File: src/verilog/bas_pkg.sv
/*
 * shared constants and types for the burst address sequencer:
 * field positions of the configuration word and the command-address phase,
 * wrap group codes and masks, and reset values.
 * assumes nothing of its surroundings.
 */
package bas_pkg;

	// word address width and command-address phase width
	localparam int ADDR_W = 24;
	localparam int CA_W = 48;
	localparam int CFG_W = 16;

	// command-address phase: burst type bit and word address field
	localparam int CA_TYPE_POS = 45;
	localparam int CA_ADDR_LSB = 0;

	// primary configuration register fields
	localparam int CFG_SEQ_POS = 2;
	localparam int CFG_LEN_LSB = 0;
	localparam int CFG_LEN_W = 2;

	// reset values of the configuration fields
	localparam logic CFG_SEQ_RST = 1'h1;
	localparam logic [1:0] CFG_LEN_RST = 2'h3;

	// burst length codes
	localparam logic [1:0] LEN_128 = 2'h0;
	localparam logic [1:0] LEN_64 = 2'h1;
	localparam logic [1:0] LEN_16 = 2'h2;
	localparam logic [1:0] LEN_32 = 2'h3;

	// word masks of the wrap groups (words per group minus one)
	localparam int MASK_W = 6;
	localparam logic [5:0] MASK_128 = 6'h3F;
	localparam logic [5:0] MASK_64 = 6'h1F;
	localparam logic [5:0] MASK_32 = 6'h0F;
	localparam logic [5:0] MASK_16 = 6'h07;

	// address FIFO between sequencer and array side
	localparam int FIFO_DEPTH = 4;

	typedef enum logic {
		ST_IDLE,
		ST_BURST
	} bas_state_t;

endpackage

File: src/verilog/bas_fifo.sv
/*
 * small FIFO with valid and ready on both sides; the head word and its
 * valid sit in flip-flops so that a consumer sees registered outputs.
 * assumes a single clock domain and an active low asynchronous reset.
 */
`timescale 1ns/1ps
module bas_fifo #(
	parameter int WIDTH = 24,
	parameter int DEPTH = 4
) (
	input wire logic clk,
	input wire logic resetn,
	input wire logic in_valid,
	output logic in_ready,
	input wire logic [WIDTH-1:0] in_data,
	output logic out_valid,
	input wire logic out_ready,
	output logic [WIDTH-1:0] out_data
);
	localparam int CW = $clog2(DEPTH + 1);
	localparam logic [CW-1:0] FULL = CW'(DEPTH);

	typedef struct packed {
		logic [DEPTH-1:0][WIDTH-1:0] data;
		logic [CW-1:0] cnt;
		logic vld;
	} bas_fifo_st_t;

	bas_fifo_st_t st_r;
	bas_fifo_st_t st_nxt;
	logic push;
	logic pop;

	assign in_ready = (st_r.cnt != FULL);
	assign out_valid = st_r.vld;
	assign out_data = st_r.data[0];

	always_comb begin
		st_nxt = st_r;
		pop = st_r.vld && out_ready;
		push = in_valid && in_ready;
		// entries shift toward slot 0 so the head is always a flop
		if (pop) begin
			for (int i = 0; i < DEPTH - 1; i++) begin
				st_nxt.data[i] = st_r.data[i + 1];
			end
			st_nxt.cnt = st_r.cnt - CW'(1);
		end
		if (push) begin
			st_nxt.data[st_nxt.cnt] = in_data;
			st_nxt.cnt = st_nxt.cnt + CW'(1);
		end
		st_nxt.vld = (st_nxt.cnt != '0);
	end

	always_ff @(posedge clk or negedge resetn) begin
		if (!resetn) begin
			st_r <= '0;
		end else begin
			st_r <= st_nxt;
		end
	end

endmodule // bas_fifo

File: src/verilog/bas_sequencer.sv
/*
 * burst word-address sequencer: captures the start address and burst type
 * at the command-address phase, then emits one word address per rising
 * edge of the bus clock until chip select returns high. linear, legacy
 * wrap and hybrid (one wrap then linear) orders are produced. addresses
 * pass through a 4-word FIFO toward the array side.
 * assumes: bus clock and chip select arrive from pins and are sampled
 * here; command-address and configuration strobes come from logic on clk;
 * the bus clock is slow enough that each level lasts several clk cycles.
 */
`timescale 1ns/1ps
module bas_sequencer (
	input wire logic clk,
	input wire logic resetn,
	input wire logic bus_ck,
	input wire logic bus_cs_n,
	input wire logic ca_valid,
	input wire logic [bas_pkg::CA_W-1:0] command_address_phase,
	input wire logic cfg_wr,
	input wire logic [bas_pkg::CFG_W-1:0] primary_config_register,
	output logic word_valid,
	input wire logic word_ready,
	output logic [bas_pkg::ADDR_W-1:0] word_addr,
	output logic burst_active,
	output logic burst_overrun
);
	import bas_pkg::*;

	typedef struct packed {
		logic [2:0] ck_s;
		logic [2:0] cs_s;
		logic ck_f;
		logic cs_n_f;
		logic cfg_seq;
		logic [CFG_LEN_W-1:0] cfg_len;
		bas_state_t state;
		logic active;
		logic [ADDR_W-1:0] addr;
		logic [ADDR_W-1:0] base;
		logic [MASK_W-1:0] mask;
		logic wrapping;
		logic hybrid;
		logic [MASK_W-1:0] wrap_left;
		logic pending;
		logic overrun;
	} bas_seq_st_t;

	bas_seq_st_t st_r;
	bas_seq_st_t st_nxt;

	logic fifo_in_ready;
	logic fifo_out_valid;
	logic [ADDR_W-1:0] fifo_out_data;

	// wrap mask for a length code
	function automatic logic [MASK_W-1:0] len_mask(input logic [CFG_LEN_W-1:0] len);
		logic [MASK_W-1:0] m;
		m = MASK_32;
		case (len)
			LEN_128: m = MASK_128;
			LEN_64: m = MASK_64;
			LEN_16: m = MASK_16;
			LEN_32: m = MASK_32;
			default: m = MASK_32;
		endcase
		return m;
	endfunction

	bas_fifo #(
		.WIDTH(ADDR_W),
		.DEPTH(FIFO_DEPTH)
	) u_fifo (
		.clk(clk),
		.resetn(resetn),
		.in_valid(st_r.pending),
		.in_ready(fifo_in_ready),
		.in_data(st_r.addr),
		.out_valid(fifo_out_valid),
		.out_ready(word_ready),
		.out_data(fifo_out_data)
	);

	assign word_valid = fifo_out_valid;
	assign word_addr = fifo_out_data;
	assign burst_active = st_r.active;
	assign burst_overrun = st_r.overrun;

	always_comb begin
		logic ck_rise;
		logic accept;
		logic [MASK_W-1:0] ca_mask;
		logic [ADDR_W-1:0] ca_addr;
		logic [MASK_W-1:0] low_nxt;
		logic [ADDR_W-1:0] group_words;
		ck_rise = 1'b0;
		accept = 1'b0;
		ca_mask = '0;
		ca_addr = '0;
		low_nxt = '0;
		group_words = '0;
		st_nxt = st_r;

		// three-stage pin samplers; a level counts once stages two and three agree
		st_nxt.ck_s = {st_r.ck_s[1:0], bus_ck};
		st_nxt.cs_s = {st_r.cs_s[1:0], bus_cs_n};
		if (st_r.ck_s[1] == st_r.ck_s[2]) begin
			st_nxt.ck_f = st_r.ck_s[2];
		end
		if (st_r.cs_s[1] == st_r.cs_s[2]) begin
			st_nxt.cs_n_f = st_r.cs_s[2];
		end
		ck_rise = st_nxt.ck_f && !st_r.ck_f;

		// configuration is only taken between bursts so a running order never changes
		if (cfg_wr && (st_r.state == ST_IDLE)) begin
			st_nxt.cfg_seq = primary_config_register[CFG_SEQ_POS];
			st_nxt.cfg_len = primary_config_register[CFG_LEN_LSB +: CFG_LEN_W];
		end

		accept = st_r.pending && fifo_in_ready;

		case (st_r.state)
			ST_IDLE: begin
				st_nxt.pending = 1'b0;
			end
			ST_BURST: begin
				if (accept) begin
					st_nxt.pending = 1'b0;
					if (!st_r.wrapping) begin
						st_nxt.addr = st_r.addr + ADDR_W'(1);
					end else begin
						// only the bits under the mask move; the group is left only when a hybrid wrap ends
						low_nxt = (st_r.addr[MASK_W-1:0] + MASK_W'(1)) & st_r.mask;
						st_nxt.addr = {st_r.addr[ADDR_W-1:MASK_W],
							(st_r.addr[MASK_W-1:0] & ~st_r.mask) | low_nxt};
						if (st_r.hybrid) begin
							if (st_r.wrap_left == '0) begin
								group_words = {{(ADDR_W - MASK_W){1'b0}}, st_r.mask} + ADDR_W'(1);
								st_nxt.addr = st_r.base + group_words;
								st_nxt.wrapping = 1'b0;
							end else begin
								st_nxt.wrap_left = st_r.wrap_left - MASK_W'(1);
							end
						end
					end
				end
				// a new beat sets pending even in the cycle the old one leaves
				if (ck_rise) begin
					if (st_r.pending && !accept) begin
						st_nxt.overrun = 1'b1;
					end else begin
						st_nxt.pending = 1'b1;
					end
				end
			end
			default: begin
				st_nxt.state = ST_IDLE;
				st_nxt.active = 1'b0;
				st_nxt.pending = 1'b0;
			end
		endcase

		// start of a transaction: chip select low and a command-address word seen
		if (ca_valid && !st_r.cs_n_f) begin
			ca_addr = command_address_phase[CA_ADDR_LSB +: ADDR_W];
			ca_mask = len_mask(st_nxt.cfg_len);
			st_nxt.state = ST_BURST;
			st_nxt.active = 1'b1;
			st_nxt.addr = ca_addr;
			st_nxt.base = {ca_addr[ADDR_W-1:MASK_W], ca_addr[MASK_W-1:0] & ~ca_mask};
			st_nxt.mask = ca_mask;
			st_nxt.wrapping = !command_address_phase[CA_TYPE_POS];
			st_nxt.hybrid = !command_address_phase[CA_TYPE_POS] && !st_nxt.cfg_seq;
			st_nxt.wrap_left = ca_mask;
			st_nxt.pending = 1'b0;
			st_nxt.overrun = 1'b0;
		end

		// chip select high ends any burst; words already queued still drain
		if (st_r.cs_n_f) begin
			st_nxt.state = ST_IDLE;
			st_nxt.active = 1'b0;
			st_nxt.pending = 1'b0;
		end
	end

	always_ff @(posedge clk or negedge resetn) begin
		if (!resetn) begin
			st_r <= '0;
			st_r.cs_s <= 3'h7;
			st_r.cs_n_f <= 1'b1;
			st_r.cfg_seq <= CFG_SEQ_RST;
			st_r.cfg_len <= CFG_LEN_RST;
			st_r.state <= ST_IDLE;
		end else begin
			st_r <= st_nxt;
		end
	end

endmodule // bas_sequencer

File: config.mk
export PLATFORM = sky130hd
export DESIGN_NAME = bas_sequencer
export DESIGN_NICKNAME = d
export VERILOG_FILES = /design/src/verilog/bas_pkg.sv /design/src/verilog/bas_fifo.sv /design/src/verilog/bas_sequencer.sv
export SDC_FILE = /design/constraint.sdc
export NUM_CORES = 1
export LEC_CHECK = 0
export ABC_AREA = 1
export BUFFER_PORTS_ARGS = -buffer_cell sky130_fd_sc_hd__buf_2
export CAP_MARGIN = 30
export CORE_MARGIN = 2
export CORE_UTILIZATION = 60
export DETAILED_ROUTE_END_ITERATION = 10
export PLACE_DENSITY = 0.78
export SLEW_MARGIN = 10
export SYNTH_ARGS = -nofsm -noshare
export SYNTH_HDL_FRONTEND = slang
export SYNTH_SLANG_ARGS = --single-unit
File: constraint.sdc
create_clock -name clk -period 3.7 [get_ports clk]
set_input_delay 0.555 -clock clk [delete_from_list [all_inputs] [get_ports clk]]
set_output_delay 0.555 -clock clk [all_outputs]
set_load 0.02 [all_outputs]
Word-level counts from Yosys, hierarchy flattened:

Index checks and enable logic that the tools add are counted.

* register bits: 177
* input bits: 71
* output and inout bits: 27

* add/subtract/negate cells: 7
* magnitude comparators: 2
* eq/ne operators: 9
* mux-type cells: 32
* bitwise gates (word level): 7
* reduce and logical (&&, ||, !) cells: 27

Operator list (count)
* $mux 75: 2
* $mux 24: 6
* $bwmux 96: 1
* $mux 66: 1
* $demux 24 s2: 1
* $mux 6: 5
* $add 24x1->24 const B: 1
* $add 24x7->24: 1
* $pmux 6 s4: 1
* $and 6x6->6: 3
* $reduce_bool 2->1: 7
* $not 6->6: 2
* $mux 1: 10
* $logic_and 1x1->1: 8
* $add 6x1->7 const B: 1
* $mux 7: 1
* $add 6x1->6 const B: 1
* $logic_not 6->1: 1
* $or 6x6->6: 1
* $sub 6x1->6 const B: 1
* $logic_not 1->1: 5
* $reduce_and 5->1: 1
* $eq 2x2->1 const B: 2
* $mux 2: 2
* other kinds (18): 19

Longest topological paths before layout:

Gate-level depths: netlist of run 1.

* depth after elaboration: 10
* gate-level depth with buffers: 13
* gate-level depth less buffers: 13

Modules after synthesis:

Synthesis of run 1 repeated with hierarchy kept, for this count alone.

* cell total of the unflattened synthesis: 1416
* area total of the unflattened synthesis: 10059.6 sq um

Modules (own cells, without submodules)
* bas_fifo: times used 1, cells an instance 730, area each 5416.4 sq um
* bas_sequencer: times used 1, cells an instance 686, area each 4643.2 sq um

Worst setup path before layout of run 1:

No wires, ideal clock.

* path type: input to register
* start point: input port word_ready
* end point: register u_fifo.st_r[76] (netlist bit)
* setup time: 0.083 ns
* arrival: 2.187 ns
* setup slack: 1.430 ns
* stages: 11
* buffers on the path: 3
* cells stage by stage: nand2_2 -> buf_2 -> xor2_1 -> inv_1 -> ha_1 -> ha_1 -> nand2_1 -> buf_2 -> buf_1 -> nand2_1 -> o21ai_0

* longest elaborated chain between the ends: 7

Ends and longest elaborated chain
* start: declaration: RTL line bas_sequencer.sv:22 `input wire logic word_ready,`
* $logic_and 1x1->1 *: RTL line bas_fifo.sv:40 `pop = st_r.vld && out_ready;`
* $mux 75 *: RTL line bas_fifo.sv:43 `if (pop) begin`
* $ge 3x1->1 (implied by the code) / $lt 3x3->1 (equally long branches): RTL line bas_fifo.sv:50 `st_nxt.data[st_nxt.cnt] = in_data;`
* $logic_and 1x1->1 (implied by the code): RTL line bas_fifo.sv:50
* $mux 24 (implied by the code): RTL line bas_fifo.sv:50
* $demux 24 s2 *
* $bwmux 96 *: RTL line bas_fifo.sv:50
* end signal: assignment: RTL line bas_fifo.sv:60 `st_r <= st_nxt;`
* end: declaration: RTL line bas_fifo.sv:29 `bas_fifo_st_t st_r;`

Every way passes the cells marked *; elsewhere a longest branch is shown, timed or not.
A chain may end at the register's enable or synchronous reset.

==> results.json, run 1 <==
{
  "status": "finished, final reports clean",
  "synth_edf_count": 0,
  "drv_slew": 0,
  "path_max_fanout": 48,
  "mostFrequentLayoutCell": "nand2_1",
  "drt.antenna.violating_nets": 0,
  "final_cell_mix": "nand2_1 (348), o21ai_0 (176), dfrtp_1 (164)",
  "holdWs_ns": 0.1771,
  "clockPowerShare_pct": 25.4,
  "pre_cts_ws_ns": 0.9685,
  "clk_latency_ns": 0.44,
  "synth_top_family_by_area": "simple AND/OR/NAND/NOR gates",
  "num_rows": 45,
  "setup_ws_ns": 1.223,
  "finalSetupViolCount": 0,
  "dp.cells": 1388,
  "post_route_cells_drive_above_1_share_pct": 11.91,
  "critPathSlowestCell": "nand3_2",
  "clock_sinks": 171,
  "max-slew-margin-rel_pct": 40.77,
  "ir_worst_vdd_uv": 396.3,
  "antenna_found_initial": 0,
  "clk_pin_slew_worst_paths_ns": 0.06,
  "dieArea_mm2": 0.01640,
  "gp_congestion": 0.8768,
  "grt_pass1_wl_mm": 36.25,
  "rrSetupSlack_ns": 1.22,
  "synthSimpleGateAreaFrac_pct": 24.77,
  "worstSetupEndpointType": "flip-flop",
  "start_util_pct": 60.99,
  "power.density_mw_per_mm2": 708.0,
  "grt_max_degree": 94,
  "async_flop_share_pct": 100.0,
  "synth_compound_area_share_pct": 15.45,
  "fin_worst_skew_ns": 0.008286,
  "ys_seq_area_share_pct": 46.42,
  "p_sw_share_pct": 38.94,
  "slowest_delay_ns": 0.69,
  "critPathRequiredTime_ns": 4.02,
  "routedWlPerCell_um": 15.43,
  "rsz0062_at_grt": "false",
  "synthAdderAreaFrac_pct": 2.194,
  "area_growth_pct": 8.588,
  "cts_resized": 0,
  "die_w_um": 128.1,
  "worst_r2r_endpoint": "u_fifo.st_r[39]",
  "power.switching_mw": 2.766,
  "intPower_mw": 4.336,
  "placedInstanceArea_mm2": 0.009402,
  "viasPerCell": 5.589,
  "dpl.hpwl_mm": 14.67,
  "synth_nets": 1290,
  "critPathArrivalTime_ns": 2.80,
  "post_cts_buffers": 0,
  "cts_tree": "yes",
  "ys_ff_latch": 171,
  "grt_pass1_vias": 7275,
  "die_h_um": 128.1,
  "met3_usage_pct": 4.800,
  "totalWireLength_mm": 21.95,
  "cts_root_buf": "clkbuf_16",
  "drc": 0,
  "finalSetupTns_ns": 0,
  "fin_crit_sh_pct": 66.95,
  "combPwrFrac_pct": 31.4,
  "cts_buffers": 17,
  "finalPower_mw": 7.102,
  "cp-startpoint": "u_fifo.st_r[1]",
  "synth.distinct_cells": 49,
  "p_leak_nw": 4.756,
  "antenna_cells": 0,
  "min_path_type": "in -> async",
  "vias": 7948,
  "period_needed_ns": 2.477,
  "synth_ff_type": "dfrtp_1",
  "io_pins": 98,
  "hold_viol_final": 0,
  "grt_use_total_pct": 27.96,
  "io_buffer_count": 61,
  "tightest_slew_ns": 0.8874,
  "crit_buf_inv": 2,
  "drv_cap": 0,
  "synth_area_mm2": 0.009238,
  "met1_usage_pct": 42.01,
  "core_mm2": 0.01515,
  "layoutNonFillerInstCount": 1422,
  "synthCells": 1205,
  "synth-xor-area-share_pct": 0.9481,
  "r2r_cells": 7,
  "dr.pass1.iters": 5,
  "critPathLaunchType": "flip-flop",
  "nNetsFinal": 1306,
  "top_usage_layer": "met1",
  "design_area_mm2": 0.01003,
  "utilization_pct": 66.23,
  "cp_cell_sequence": "inv_1 -> ha_1 -> o21ai_0 -> inv_1 -> ha_1 -> nand3_2 -> o21ai_0",
  "drt-initial-drc-count": 727,
  "yosys_warnings": 0,
  "gr-total-overflow": 0,
  "critical_path_class": "reg -> reg",
  "htreeDepth": 4,
  "rr_startpoint": "u_fifo.st_r[1]",
  "crit_cells": 7,
  "grt_use_met2_pct": 41.74,
  "syn_area_per_cell_um2": 7.666,
  "crit_family": "simple AND/OR/NAND/NOR gates",
  "synthMuxAreaShare_pct": 0.1219,
  "hold_buffers": 0,
  "max_freq_mhz": 403.7,
  "p_seq_share_pct": 43.2,
  "clockBufferDepth": 2,
  "crit_end": "u_fifo.st_r[39]"
}
==> kinds of logic (layout without fill, tap and decap cells) <==
kind of cell               Yosys count  count (layout)
AOI/OAI and AO/OA                  262             262
xor gates and xnor gates            10              10
adders and majority gates           16              16
buffers and inverters              201             230
DFF                                171             171
muxes                                1               1
and+or+nand+nor                    544             544
==> synth_stat cells (all sizes together), types with 13 or more instances <==
cell,n,area [um^2]
nor2,86,357.8
inv,127,484.2
nand3,68,355.3
a31oi,28,175.2
buf,50,357.8
clkbuf,24,90.09
ha,13,162.7
o21ai,182,929.6
nand2,357,1368
dfrtp,164,4104
a21oi,34,181.4
nor3,14,85.08
==> state kept, by name, summed over array words and instances, names as in the netlist <==
register	cells
st_r	66
u_fifo.out_valid	1
u_fifo.out_data	24
burst_overrun	1
u_fifo.st_r	75
st_nxt	4
==> worst min path at each step <==
stage	to	slack (ns)	depth (start not counted)
floorplan	burst_overrun	0.26	0
global placement	st_nxt[76]	0.33	0
detailed placement	st_nxt[76]	0.34	0
CTS	st_nxt[75]	0.22	1
global route	st_nxt[72]	0.21	1
finish	u_fifo.st_r[56]	0.18	1
==> power by group through the flow <==
stage	Sequential (mW)	Combinational, mW	Clock [mW]
global placement	3.07	2.13	0
global route	3.15	2.57	1.90
floorplan	2.90	1.85	0
finish	3.07	2.23	1.81
CTS	3.06	2.21	1.81
detailed placement	3.08	2.19	0
==> final cells by class <==
cell class | count | area [um^2]
Fill cell | 1322 | 5115
Sequential cell | 171 | 4288
Multi-Input combinational cell | 833 | 4023
Inverter | 127 | 484.2
Clock buffer | 22 | 474.2
Timing Repair Buffer | 71 | 411.6
Tap cell | 188 | 235.2
Clock inverter | 10 | 115.1
==> layer usage <==
layer | part of all wire [%] | routed length (um)
met4 | 1.6 | 355
met5 | 0 | 0
met2 | 44 | 9758
met1 | 47 | 10400
met3 | 6.6 | 1439
No activity file was read; power rests on OpenSTA's default activity.
==> inputs of run 2 (changes only) <==
--- a/config.mk
+++ b/config.mk
@@ -9,9 +9,9 @@
 export BUFFER_PORTS_ARGS = -buffer_cell sky130_fd_sc_hd__buf_2
 export CAP_MARGIN = 30
 export CORE_MARGIN = 2
-export CORE_UTILIZATION = 60
+export CORE_UTILIZATION = 54
 export DETAILED_ROUTE_END_ITERATION = 10
-export PLACE_DENSITY = 0.78
+export PLACE_DENSITY = 0.74
 export SLEW_MARGIN = 10
 export SYNTH_ARGS = -nofsm -noshare
 export SYNTH_HDL_FRONTEND = slang
==> constraint.sdc (replaced) <==
create_clock -name clk -period 2 [get_ports clk]
set_input_delay 0.3 -clock clk [delete_from_list [all_inputs] [get_ports clk]]
set_output_delay 0.3 -clock clk [all_outputs]
set_load 0.02 [all_outputs]
==> run 2 against run 1 <==
  * Final area increased by 5.0%
  * Critical path depth grew 4
  * Via count increased by 2.5%
  * Clock skew is essentially flat
  * Largest power group unchanged
  * Critical path type unchanged
==> results.json, run 2 (same netlist as run 1, synthesis figures left out) <==
{
  "status": "finished, final reports clean",
  "period_needed_ns": 1.904,
  "holdWs_ns": 0.07724,
  "clockBufferDepth": 2,
  "dieArea_mm2": 0.01817,
  "finalSetupViolCount": 0,
  "io_buffer_count": 61,
  "dp.cells": 1454,
  "grt_pass1_wl_mm": 38.06,
  "p_leak_nw": 4.991,
  "crit_buf_inv": 5,
  "pre_cts_ws_ns": 0.03478,
  "fin_worst_skew_ns": 0.008201,
  "drc": 0,
  "path_max_fanout": 10,
  "clk_pin_slew_worst_paths_ns": 0.06,
  "num_rows": 47,
  "drt.antenna.violating_nets": 0,
  "critical_path_class": "reg -> reg",
  "gr-total-overflow": 0,
  "crit_cells": 11,
  "placedInstanceArea_mm2": 0.009804,
  "largest_register_ffs": 75,
  "fin_crit_sh_pct": 95.20,
  "design_area_mm2": 0.01054,
  "io_pins": 98,
  "finalPower_mw": 13.36,
  "power.density_mw_per_mm2": 1268,
  "drv_cap": 0,
  "antenna_found_initial": 0,
  "drv_slew": 0,
  "critPathRequiredTime_ns": 2.31,
  "setup_ws_ns": 0.09603,
  "post_route_cells_drive_above_1_share_pct": 15.42,
  "p_sw_share_pct": 39.54,
  "totalWireLength_mm": 23.04,
  "cts_root_buf": "clkbuf_16",
  "area_growth_pct": 14.05,
  "intPower_mw": 8.077,
  "min_path_type": "in -> reg",
  "htreeDepth": 4,
  "combPwrFrac_pct": 34.5,
  "clk_latency_ns": 0.44,
  "start_util_pct": 55.51,
  "hold_viol_final": 0,
  "grt_max_degree": 73,
  "cts_buffers": 17,
  "drt-initial-drc-count": 805,
  "max_flop_register": "u_fifo.st_r",
  "p_seq_share_pct": 42.0,
  "power.switching_mw": 5.282,
  "final_cell_mix": "nand2_1 (343), o21ai_0 (174), dfrtp_1 (164)",
  "slowest_delay_ns": 0.34,
  "critPathSlowestCell": "dfrtp_1",
  "grt_pass1_vias": 7858,
  "nNetsFinal": 1345,
  "clockPowerShare_pct": 23.5,
  "die_h_um": 134.8,
  "die_w_um": 134.8,
  "grt_use_total_pct": 26.27,
  "gp_congestion": 0.9054,
  "max-slew-margin-rel_pct": 54.37,
  "tightest_slew_ns": 0.6844,
  "ir_worst_vdd_uv": 821.7,
  "critPathArrivalTime_ns": 2.22,
  "r2r_cells": 11,
  "dr.pass1.iters": 5,
  "max_freq_mhz": 525.2,
  "core_mm2": 0.01664,
  "vias": 8144,
  "min_path_cells": 2,
  "antenna_cells": 0,
  "crit_family": "buffers and inverters",
  "cp_cell_sequence": "inv_1 -> ha_1 -> o21ai_1 -> buf_4 -> inv_1 -> ha_2 -> nand3_4 -> buf_12 -> clkbuf_16 -> nand2_1 -> o21ai_0",
  "critPathLaunchType": "flip-flop",
  "cts_tree": "yes",
  "cpMostUsedCell": "inv_1",
  "viasPerCell": 5.462,
  "routedWlPerCell_um": 15.45,
  "mostFrequentLayoutCell": "nand2_1",
  "worstSetupEndpointType": "flip-flop",
  "layoutNonFillerInstCount": 1491,
  "dpl.hpwl_mm": 15.53,
  "clock_sinks": 171
}
run 2: stage by stage:
step	utilization [%]	TNS, ns
after detailed placement	58.91	0
after floorplan	-	0
final	63.30	0
after CTS	62.37	0
after global placement	58.91	0
after global routing	63.30	-0.1835
run 2: layer usage:
layer | GRT usage [%] | wire, um | up-vias
li1 | - | - | 4014
met1 | 38.02 | 10640 | 3859
met2 | 41.46 | 10660 | 240
met3 | 3.716 | 1394 | 31
met4 | 7.719 | 349 | 0
met5 | 0 | 0 | -
run 2: final cells by class:
cell class              instances  area [um^2]
well taps                     220        275.3
fillers                      1469         6107
clock inverters                13        120.1
repair buffers                110        834.6
clock buffers                  17        425.4
flip-flops and latches        171         4288
inverters                     127        486.7
multi-input cells             833         4105
run 2: worst paths after layout:
kind / slack, ns / to / from
worst max-delay path: 0.1 / u_fifo.out_data[23] / u_fifo.st_r[1]
min in group asynchronous: 0.38 / st_r[43] / resetn
worst max register to register: 0.1 / u_fifo.out_data[23] / u_fifo.st_r[1]
worst min-delay path: 0.08 / st_r[1] / ca_valid
worst min register to register: 0.35 / st_nxt[76] / st_nxt[75]
max in group asynchronous: 0.96 / st_r[68] / resetn
run 2: power groups by stage:
stage | combinational (mW) | sequential (mW) | clock, mW
6_report | 4.61 | 5.61 | 3.14
5_1_grt | 5.27 | 5.75 | 3.30
4_1_cts | 4.51 | 5.57 | 3.19
3_5_place_dp | 4.45 | 5.61 | 0
3_3_place_gp | 4.31 | 5.59 | 0
2_1_floorplan | 3.42 | 5.36 | 0
run 2: timing repair:
action	4_1_cts	5_1_grt
endpoints found under the hold margin	36	0
endpoints found under the setup margin	0	73
setup buffers	0	2
resized for setup	0	20
hold buffers	3	0
